$ cat src/ldm_map.svh
// register offsets, field positions, reset values and timing counts for the led dim block
// How it works
// - four dim registers, odd port low nibble
// - levels reset zero, duty grows monotonically
// - output function register, bit n-1 port n
// - function bit chooses touch or LED
// - readout identifies channel of sense count
// - high byte one-hot noise and inputs 1-6
// - low byte 01 input 7, 10 input 8
// - second identical channel indication register pair
// - percentage bits 25:2 over three bytes
// - readout registers ignore writes entirely
// - internal power-on reset sets reset state; here there is none, only the reset_in input sets it
// - touch result one means touched
`ifndef LDM_MAP_SVH
`define LDM_MAP_SVH
`define LDM_ADDR_DIM_12 8'h43
`define LDM_ADDR_DIM_34 8'h44
`define LDM_ADDR_DIM_56 8'h45
`define LDM_ADDR_DIM_78 8'h46
`define LDM_ADDR_OUT_FUNC 8'h4f
`define LDM_ADDR_CHAN_HI_A 8'h50
`define LDM_ADDR_CHAN_LO_A 8'h51
`define LDM_ADDR_RATIO_HI 8'h52
`define LDM_ADDR_RATIO_MID 8'h53
`define LDM_ADDR_RATIO_LO 8'h54
`define LDM_ADDR_CHAN_HI_B 8'h56
`define LDM_ADDR_CHAN_LO_B 8'h57
`define LDM_DIM_RESET 8'h00
`define LDM_FUNC_RESET 8'h00
`define LDM_RATIO_HI_MSB 25
`define LDM_RATIO_LO_LSB 2
`define LDM_CHAN_LO_MASK 8'h03
`define LDM_PWM_PERIOD_NS 2560
`define LDM_CLK_PERIOD_NS 10
`define LDM_PWM_STEP_CYCLES ((`LDM_PWM_PERIOD_NS / `LDM_CLK_PERIOD_NS) / 16)
`endif

$ cat src/ldm_pkg.sv
// types shared by the led dim block
`default_nettype none
package ldm_pkg;
  typedef logic [3:0] ldm_level_type;
  typedef logic [7:0] ldm_byte_type;
  typedef enum logic [1:0] {
    LDM_IDLE = 2'b01,
    LDM_READ = 2'b10
  } ldm_rd_state_type;
endpackage
`default_nettype wire

$ cat src/ldm_pwm_if.sv
// shared pwm phase between the timebase and the port drivers
`timescale 1ns/10ps
`default_nettype none
interface ldm_pwm_if;
  logic [3:0] phase;
  modport src (output phase);
  modport dst (input phase);
endinterface
`default_nettype wire

$ cat src/ldm_led_dim_regs.sv
// register group for led dimming, port function and sense readout
`timescale 1ns/10ps
`default_nettype none
`include "ldm_map.svh"
module ldm_led_dim_regs import ldm_pkg::*; (
  input wire logic ref_clk_in,
  input wire logic reset_in,
  input wire logic reg_wr_in,
  input wire logic reg_rd_in,
  input wire logic [7:0] reg_addr_in,
  input wire logic [7:0] reg_wdata_in,
  output logic [7:0] reg_rdata_out,
  output logic reg_rvalid_out,
  input wire logic [7:0] touch_in,
  input wire logic [7:0] chan_hi_a_in,
  input wire logic [1:0] chan_lo_a_in,
  input wire logic [7:0] chan_hi_b_in,
  input wire logic [1:0] chan_lo_b_in,
  input wire logic [25:0] touch_ratio_in,
  output logic [7:0] port_low_out,
  output logic [7:0] port_out_out,
  output logic [7:0] port_oe_n_out
);
  ldm_byte_type dim_q [4];
  ldm_byte_type func_q;
  ldm_byte_type rdata_q;
  logic rvalid_q;
  ldm_rd_state_type rd_state_q;
  ldm_byte_type rd_mux;
  logic [31:0] levels;
  logic [7:0] oe_n;
  logic [7:0] oe_n_q;
  logic [7:0] low_pin_q;
  ldm_pwm_if pwm_bus ();

  genvar k;
  generate
    for (k = 0; k < 4; k++) begin : g_dim
      always_ff @(posedge ref_clk_in or posedge reset_in) begin
        if (reset_in) begin
          dim_q[k] <= `LDM_DIM_RESET;
        end else if (reg_wr_in && reg_addr_in == 8'(`LDM_ADDR_DIM_12 + k)) begin
          dim_q[k] <= reg_wdata_in;
        end
      end
      assign levels[8*k +: 4] = dim_q[k][3:0];
      assign levels[8*k+4 +: 4] = dim_q[k][7:4];
    end
  endgenerate

  always_ff @(posedge ref_clk_in or posedge reset_in) begin
    if (reset_in) begin
      func_q <= `LDM_FUNC_RESET;
    end else if (reg_wr_in && reg_addr_in == `LDM_ADDR_OUT_FUNC) begin
      func_q <= reg_wdata_in;
    end
  end

  // readout addresses have no write path at all
  always_comb begin
    rd_mux = 8'h00;
    unique case (reg_addr_in)
      `LDM_ADDR_DIM_12: rd_mux = dim_q[0];
      `LDM_ADDR_DIM_34: rd_mux = dim_q[1];
      `LDM_ADDR_DIM_56: rd_mux = dim_q[2];
      `LDM_ADDR_DIM_78: rd_mux = dim_q[3];
      `LDM_ADDR_OUT_FUNC: rd_mux = func_q;
      `LDM_ADDR_CHAN_HI_A: rd_mux = chan_hi_a_in & 8'hfe;
      `LDM_ADDR_CHAN_LO_A: rd_mux = {6'h00, chan_lo_a_in};
      `LDM_ADDR_RATIO_HI: rd_mux = touch_ratio_in[25:18];
      `LDM_ADDR_RATIO_MID: rd_mux = touch_ratio_in[17:10];
      `LDM_ADDR_RATIO_LO: rd_mux = touch_ratio_in[9:2];
      `LDM_ADDR_CHAN_HI_B: rd_mux = chan_hi_b_in & 8'hfe;
      `LDM_ADDR_CHAN_LO_B: rd_mux = {6'h00, chan_lo_b_in};
      default: rd_mux = 8'h00;
    endcase
  end

  always_ff @(posedge ref_clk_in or posedge reset_in) begin
    if (reset_in) begin
      rd_state_q <= LDM_IDLE;
      rdata_q <= 8'h00;
      rvalid_q <= 1'b0;
    end else begin
      unique case (rd_state_q)
        LDM_IDLE: begin
          rvalid_q <= 1'b0;
          if (reg_rd_in) begin
            rdata_q <= rd_mux;
            rvalid_q <= 1'b1;
            rd_state_q <= LDM_READ;
          end
        end
        LDM_READ: begin
          rvalid_q <= 1'b0;
          rd_state_q <= LDM_IDLE;
        end
        // stray code falls back to idle
        default: begin
          rvalid_q <= 1'b0;
          rd_state_q <= LDM_IDLE;
        end
      endcase
    end
  end

  ldm_pwm_base u_base (
    .ref_clk_in(ref_clk_in),
    .reset_in(reset_in),
    .pwm(pwm_bus.src)
  );

  ldm_port_drv u_drv (
    .ref_clk_in(ref_clk_in),
    .reset_in(reset_in),
    .pwm(pwm_bus.dst),
    .levels_in(levels),
    .func_in(func_q),
    .touch_in(touch_in),
    .port_oe_n_out(oe_n)
  );

  always_ff @(posedge ref_clk_in or posedge reset_in) begin
    if (reset_in) begin
      oe_n_q <= 8'hff;
      low_pin_q <= 8'h00;
    end else begin
      oe_n_q <= oe_n;
      low_pin_q <= ~oe_n;
    end
  end

  assign reg_rdata_out = rdata_q;
  assign reg_rvalid_out = rvalid_q;
  assign port_oe_n_out = oe_n_q;
  assign port_low_out = low_pin_q;
  assign port_out_out = 8'h00;
endmodule // ldm_led_dim_regs
`default_nettype wire

$ cat src/ldm_pwm_base.sv
// pwm phase counter for the led ports
`timescale 1ns/10ps
`default_nettype none
`include "ldm_map.svh"
module ldm_pwm_base import ldm_pkg::*; (
  input wire logic ref_clk_in,
  input wire logic reset_in,
  ldm_pwm_if.src pwm
);
  logic [7:0] step_q;
  logic [3:0] phase_q;
  localparam logic [7:0] STEP_LAST = 8'(`LDM_PWM_STEP_CYCLES - 1);
  always_ff @(posedge ref_clk_in or posedge reset_in) begin
    if (reset_in) begin
      step_q <= 8'h00;
      phase_q <= 4'h0;
    end else if (step_q == STEP_LAST) begin
      step_q <= 8'h00;
      phase_q <= phase_q + 4'h1;
    end else begin
      step_q <= step_q + 8'h01;
    end
  end
  assign pwm.phase = phase_q;
endmodule // ldm_pwm_base
`default_nettype wire

$ cat src/ldm_port_drv.sv
// per-port output selection between touch result and dimmed led
`timescale 1ns/10ps
`default_nettype none
module ldm_port_drv import ldm_pkg::*; (
  input wire logic ref_clk_in,
  input wire logic reset_in,
  ldm_pwm_if.dst pwm,
  input wire logic [31:0] levels_in,
  input wire logic [7:0] func_in,
  input wire logic [7:0] touch_in,
  output logic [7:0] port_oe_n_out
);
  logic [7:0] low_q;
  genvar i;
  generate
    for (i = 0; i < 8; i++) begin : g_port
      always_ff @(posedge ref_clk_in or posedge reset_in) begin
        if (reset_in) begin
          low_q[i] <= 1'b0;
        end else if (func_in[i]) begin
          low_q[i] <= pwm.phase <= levels_in[4*i +: 4];
        end else begin
          low_q[i] <= touch_in[i];
        end
      end
    end
  endgenerate
  assign port_oe_n_out = ~low_q;
endmodule // ldm_port_drv
`default_nettype wire

$ cat config.mk
export PLATFORM = sky130hd
export DESIGN_NAME = ldm_led_dim_regs
export DESIGN_NICKNAME = d
export VERILOG_FILES = /design/src/ldm_pkg.sv /design/src/ldm_pwm_if.sv /design/src/ldm_led_dim_regs.sv /design/src/ldm_pwm_base.sv /design/src/ldm_port_drv.sv
export VERILOG_INCLUDE_DIRS = /design/src /design/src/src
export SDC_FILE = /design/constraint.sdc
export NUM_CORES = 1
export LEC_CHECK = 0
export BUFFER_PORTS_ARGS = -buffer_cell sky130_fd_sc_hd__buf_4
export CAP_MARGIN = 25
export CORE_ASPECT_RATIO = 1.2
export CORE_UTILIZATION = 55
export DETAILED_ROUTE_END_ITERATION = 16
export PLACE_DENSITY = 0.91
export SLEW_MARGIN = 30
export SYNTH_ARGS = -nofsm -noshare
export SYNTH_HDL_FRONTEND = slang
export SYNTH_SLANG_ARGS = --single-unit
$ cat constraint.sdc
create_clock -name ref_clk_in -period 3.05 [get_ports ref_clk_in]
set_input_delay 0.61 -clock ref_clk_in [delete_from_list [all_inputs] [get_ports ref_clk_in]]
set_output_delay 0.61 -clock ref_clk_in [all_outputs]
set_load 0.01 [all_outputs]
**Word-level counts from Yosys, hierarchy flattened**

Index checks and enable logic that the tools add are counted.

- $add $sub $neg: 2
- Magnitude comparators: 8
- Equality and inequality tests: 15
- Muxes and demuxes: 14
- Bitwise logic cells: 2
- Reductions and logical operators: 6

Operators by type and width:

| cell | count |
|---|---|
| $eq 8x7->1 const B | 12 |
| $pmux 8 s12 | 1 |
| $le 4x4->1 | 8 |
| $not 8->8 | 2 |
| $mux 1 | 10 |
| $add 8x1->8 const B | 1 |
| $eq 8x4->1 const B | 1 |
| $mux 8 | 1 |
| $logic_and 1x1->1 | 5 |
| $add 4x1->4 const B | 1 |
| $mux 2 | 2 |
| $eq 2x1->1 const B | 1 |
| $ne 2x2->1 const B | 1 |
| $reduce_and 2->1 | 1 |

- Register bits: 87
- Bits of input ports: 74
- Output and inout bits: 33
- Word-level logic and storage cells: 67

**Depth between registers and ports, before layout**

- Word-level depth: 2
- Gate-level depth with buffers: 8
- Depth with buffers taken out: 7

**Modules after synthesis**

A second synthesis with hierarchy kept.

- Cell total of the unflattened synthesis: 467
- Area total of the unflattened synthesis: 5087.4 µm²

Modules (own cells, without submodules):

| module | times used | cells an instance | area each (µm²) | seq. area each (µm²) |
|---|---|---|---|---|
| ldm_led_dim_regs | 1 | 293 | 3479.6 | 1687.9 |
| ldm_port_drv | 1 | 130 | 1088.5 | 200.2 |
| ldm_pwm_base | 1 | 44 | 519.2 | 300.3 |

**Least setup slack after synthesis**

Ideal clock, no wire load.

- Path kind: input port to flip-flop
- Start: input port reg_addr_in[4]
- End: register dim_q[16] (netlist bit)
- Setup time: 0.128 ns
- Data arrival time: 1.768 ns
- Required time: 2.922 ns
- Path slack: 1.155 ns
- Stages on the path: 5
- Path buffers: 2
- Path through: buf_4 nor4b_2 buf_4 nand4_4 mux2_1

- Word-level cells in the longest chain between the ends: 2

RTL lines:

| element | RTL line | RTL |
|---|---|---|
| start, declared | ldm_led_dim_regs.sv:10 | `input wire logic [7:0] reg_addr_in,` |
| $eq 8x7->1 | ldm_led_dim_regs.sv:42 | `` end else if (reg_wr_in && reg_addr_in == 8'(`LDM_ADDR_DIM_12 + k)) begin `` |
| $logic_and 1x1->1 | ldm_led_dim_regs.sv:42 |  |
| end signal, assigned by index | ldm_led_dim_regs.sv:41 | `` dim_q[k] <= `LDM_DIM_RESET; `` |
| end signal, assigned by index | ldm_led_dim_regs.sv:43 | `dim_q[k] <= reg_wdata_in;` |
| end, declared | ldm_led_dim_regs.sv:24 | `ldm_byte_type dim_q [4];` |

No other way between the ends.
A chain may end at the register's enable or synchronous reset.

**Worst setup path in the final report**

- Start: input port reg_addr_in[1]
- End: register rdata_q[7], in the netlist reg_rdata_out[7]

- Word-level cells in the longest chain between the ends: 2
- Elaborated cells between the ends (all ways): 13
- Classes of those cells: eq/ne (12); mux (1)

RTL lines:

| element | RTL line | RTL |
|---|---|---|
| $eq 8x7->1 | ldm_led_dim_regs.sv:62 | `unique case (reg_addr_in)` |
| $pmux 8 s12 (*) | ldm_led_dim_regs.sv:62 |  |
| end signal, assigned | ldm_led_dim_regs.sv:89 | `rdata_q <= rd_mux;` |
| end, declared | ldm_led_dim_regs.sv:26 | `ldm_byte_type rdata_q;` |

Every way passes the cells marked *; elsewhere a longest branch is shown, timed or not.

==> flow_summary.ini <==
[power_and_ir_drop]
vdd_drop_max_mv = 0.243
p_total_w = 0.00241
power_density_nw_per_um2 = 408
p_leak_nw = 2.82

[outcome]
status = complete, no violations

[sta]
fmax_mhz = 521
min_period_over_period_pct = 62.9
finClkSkew_ns = 0.0122
period_needed_ns = 1.92
tns_ns = 0
holdWs_ns = 0.359
hold_viol = 0
slew_headroom_pct = 49.4
rsz0062_at_grt = no
layout_setup_ws_ns = 1.13
slew_viol_final = 0
worstMarginPinSlew_ns = 0.759
setup_viol = 0

[drt]
vias = 3907
drt_pass1_iterations = 5
drc = 0
drt_iter0_markers = 262
wl_per_cell_um = 18.8
drt-total-wl_um = 12400
ant_nets = 0
viasPerCell = 5.94

[synth]
synth-compound-area-share_pct = 12.0
synthSimpleGateAreaFrac_pct = 15.5
async_reset_ff_share_pct = 100
ys_warn_count = 0
yosys.area_share.adder_pct = 8.62
synth_seq_area_share_pct = 44.3
syn-cell-area_um2 = 4940
synth-edff-count = 0
yosys_most_used_dff = dfrtp_1
ys_ff_latch = 87
avgSynthCellArea_um2 = 11.1
synth_xor_area_share_pct = 1.60
synth_cell_types = 62
synthCells = 446
synth_top_family_by_area = simple AND/OR/NAND/NOR gates
post_synth_mux_area_share_pct = 11.9

[floorplan]
fp.dieArea_um2 = 9360
die_h_um = 106
core_area_um2 = 8660
die_x_um = 88.5
io_pins = 107
start_util_pct = 57.0
std_cell_rows = 37

[critical_path]
crit_type = in2reg
crit_path_end_kind = register
start_kind = primary input
critPathArrivalTime_ns = 2.15
cp_max_fo = 34
required_ns = 3.28

[layout]
fin_nets = 644
final_cell_mix = buf_4, dfrtp_1, inv_1, ha_1, mux2_1
final_common_cell = buf_4
area_growth_pct = 19.8
final_util_pct = 68.3
antennaDiodeCount = 0
drive_gt1_share_pct = 27.0

[clock_tree]
cts-resized-gates = 0
root_buffer = clkbuf_8
cts.sinks = 87
worstSkewPairLatency_ns = 0.36
cts-buffers-inserted = 9
postCtsHoldBufs = 0
cts_tree = built
h-tree-depth = 3
cts.path.max_buffers = 2
postCtsSetupBuffers = 0
clkSlewWorstSetupHoldPaths_ns = 0.10

[global_route]
grt_pass1_vias = 3972
overflow = 0
grt_max_degree = 46
antenna_found_initial = 0
grt_pass1_wl_um = 19500
grt_use_total_pct = 27.8

[placed_design]
port_buffers = 94
place_ws_ns = 0.815
place_congestion = 0.892
hpwlAfterDp_um = 9260

[worst_hold_path]
hold_path.class = in2async

[flow_run]
maxCapViolations = 0
-- power by group --
part / total, W / internal (W) / switching (W) / leakage, nW
sequential: 0.00124 / 0.00121 / 0.0000351 / 1.12
combinational: 0.000324 / 0.000153 / 0.000170 / 1.59
clock: 0.000850 / 0.000397 / 0.000452 / 0.104
-- synthesized netlist by cell type, types with 6 or more instances --
cell      number  area [um^2]
dfrtp_1       78         1950
inv_1         36          135
ha_1          34          425
mux2_1        33          372
nand2_1       17         63.8
nor2_1        17         63.8
nor2b_1       17          106
nand2b_1      13         81.3
buf_2         12         60.1
o21ai_0       12         60.1
a31oi_1       11         68.8
buf_4         11         82.6
dfstp_2        9          236
mux2_2         9          101
mux2i_1        9         90.1
nand4_1        9         56.3
o21a_1         9         67.6
nand3_1        8         40.0
a22o_1         6         52.6
a22oi_1        6         45.0
o21ai_1        6         30.0
-- registers in the layout (all words and copies together) (netlist names) --
name              cells
port_oe_n_out         8
rd_state_q            2
u_base.pwm.phase      4
reg_rvalid_out        1
port_low_out          8
dim_q                32
func_q                8
u_drv.low_q           8
reg_rdata_out         8
u_base.step_q         8
-- metrics by stage --
step	area, um^2	std cells
after floorplan	4960	453
after global placement	5700	642
after detailed placement	5700	642
after CTS	5910	658
after global routing	5910	658
final	5910	658
-- area by class of cell --
cell class	instances	area (um^2)
inverters	37	140
fillers	627	2740
well taps	117	146
clock inverters	7	86.3
multi-input cells	303	2480
flip-flops and latches	87	2190
clock buffers	9	124
repair buffers	98	748
-- cells by family after synthesis --
| group | after synthesis |
|---|---|
| flops | 87 |
| xor+xnor | 9 |
| mux | 52 |
| simple gates | 119 |
| other cells | 1 |
| compound gates | 81 |
| fa+ha+maj | 34 |
| buf+inv | 63 |
-- path summary, 6_finish.rpt --
check	from	end	slack, ns	cells past startpoint
max	reg_addr_in[1]	reg_rdata_out[7]	1.13	6
max reg2reg	u_base.pwm.phase[1]	u_drv.low_q[5]	1.25	6
min in group ref_clk_in	u_drv.low_q[3]	port_low_out[3]	0.38	0
min	reset_in	port_low_out[4]	0.36	2
max in group asynchronous	reset_in	port_oe_n_out[7]	1.93	3
min reg2reg	u_drv.low_q[3]	port_low_out[3]	0.38	0
-- routing by layer --
layer	wire [um]	share of wire [%]	GRT usage (%)
met1	4920	40	33.2
met2	6220	50	47.3
met3	738	6.0	4.23
met4	511	4.1	14.7
met5	0	0	0
-- critical path, stage by stage --
cell and delay, ns:
buf_4 0.34, and4bb_1 0.32, and2_1 0.24, a221oi_1 0.34
o211a_1 0.22, o21ai_1 0.06
Power figures use the tool's default switching activity.
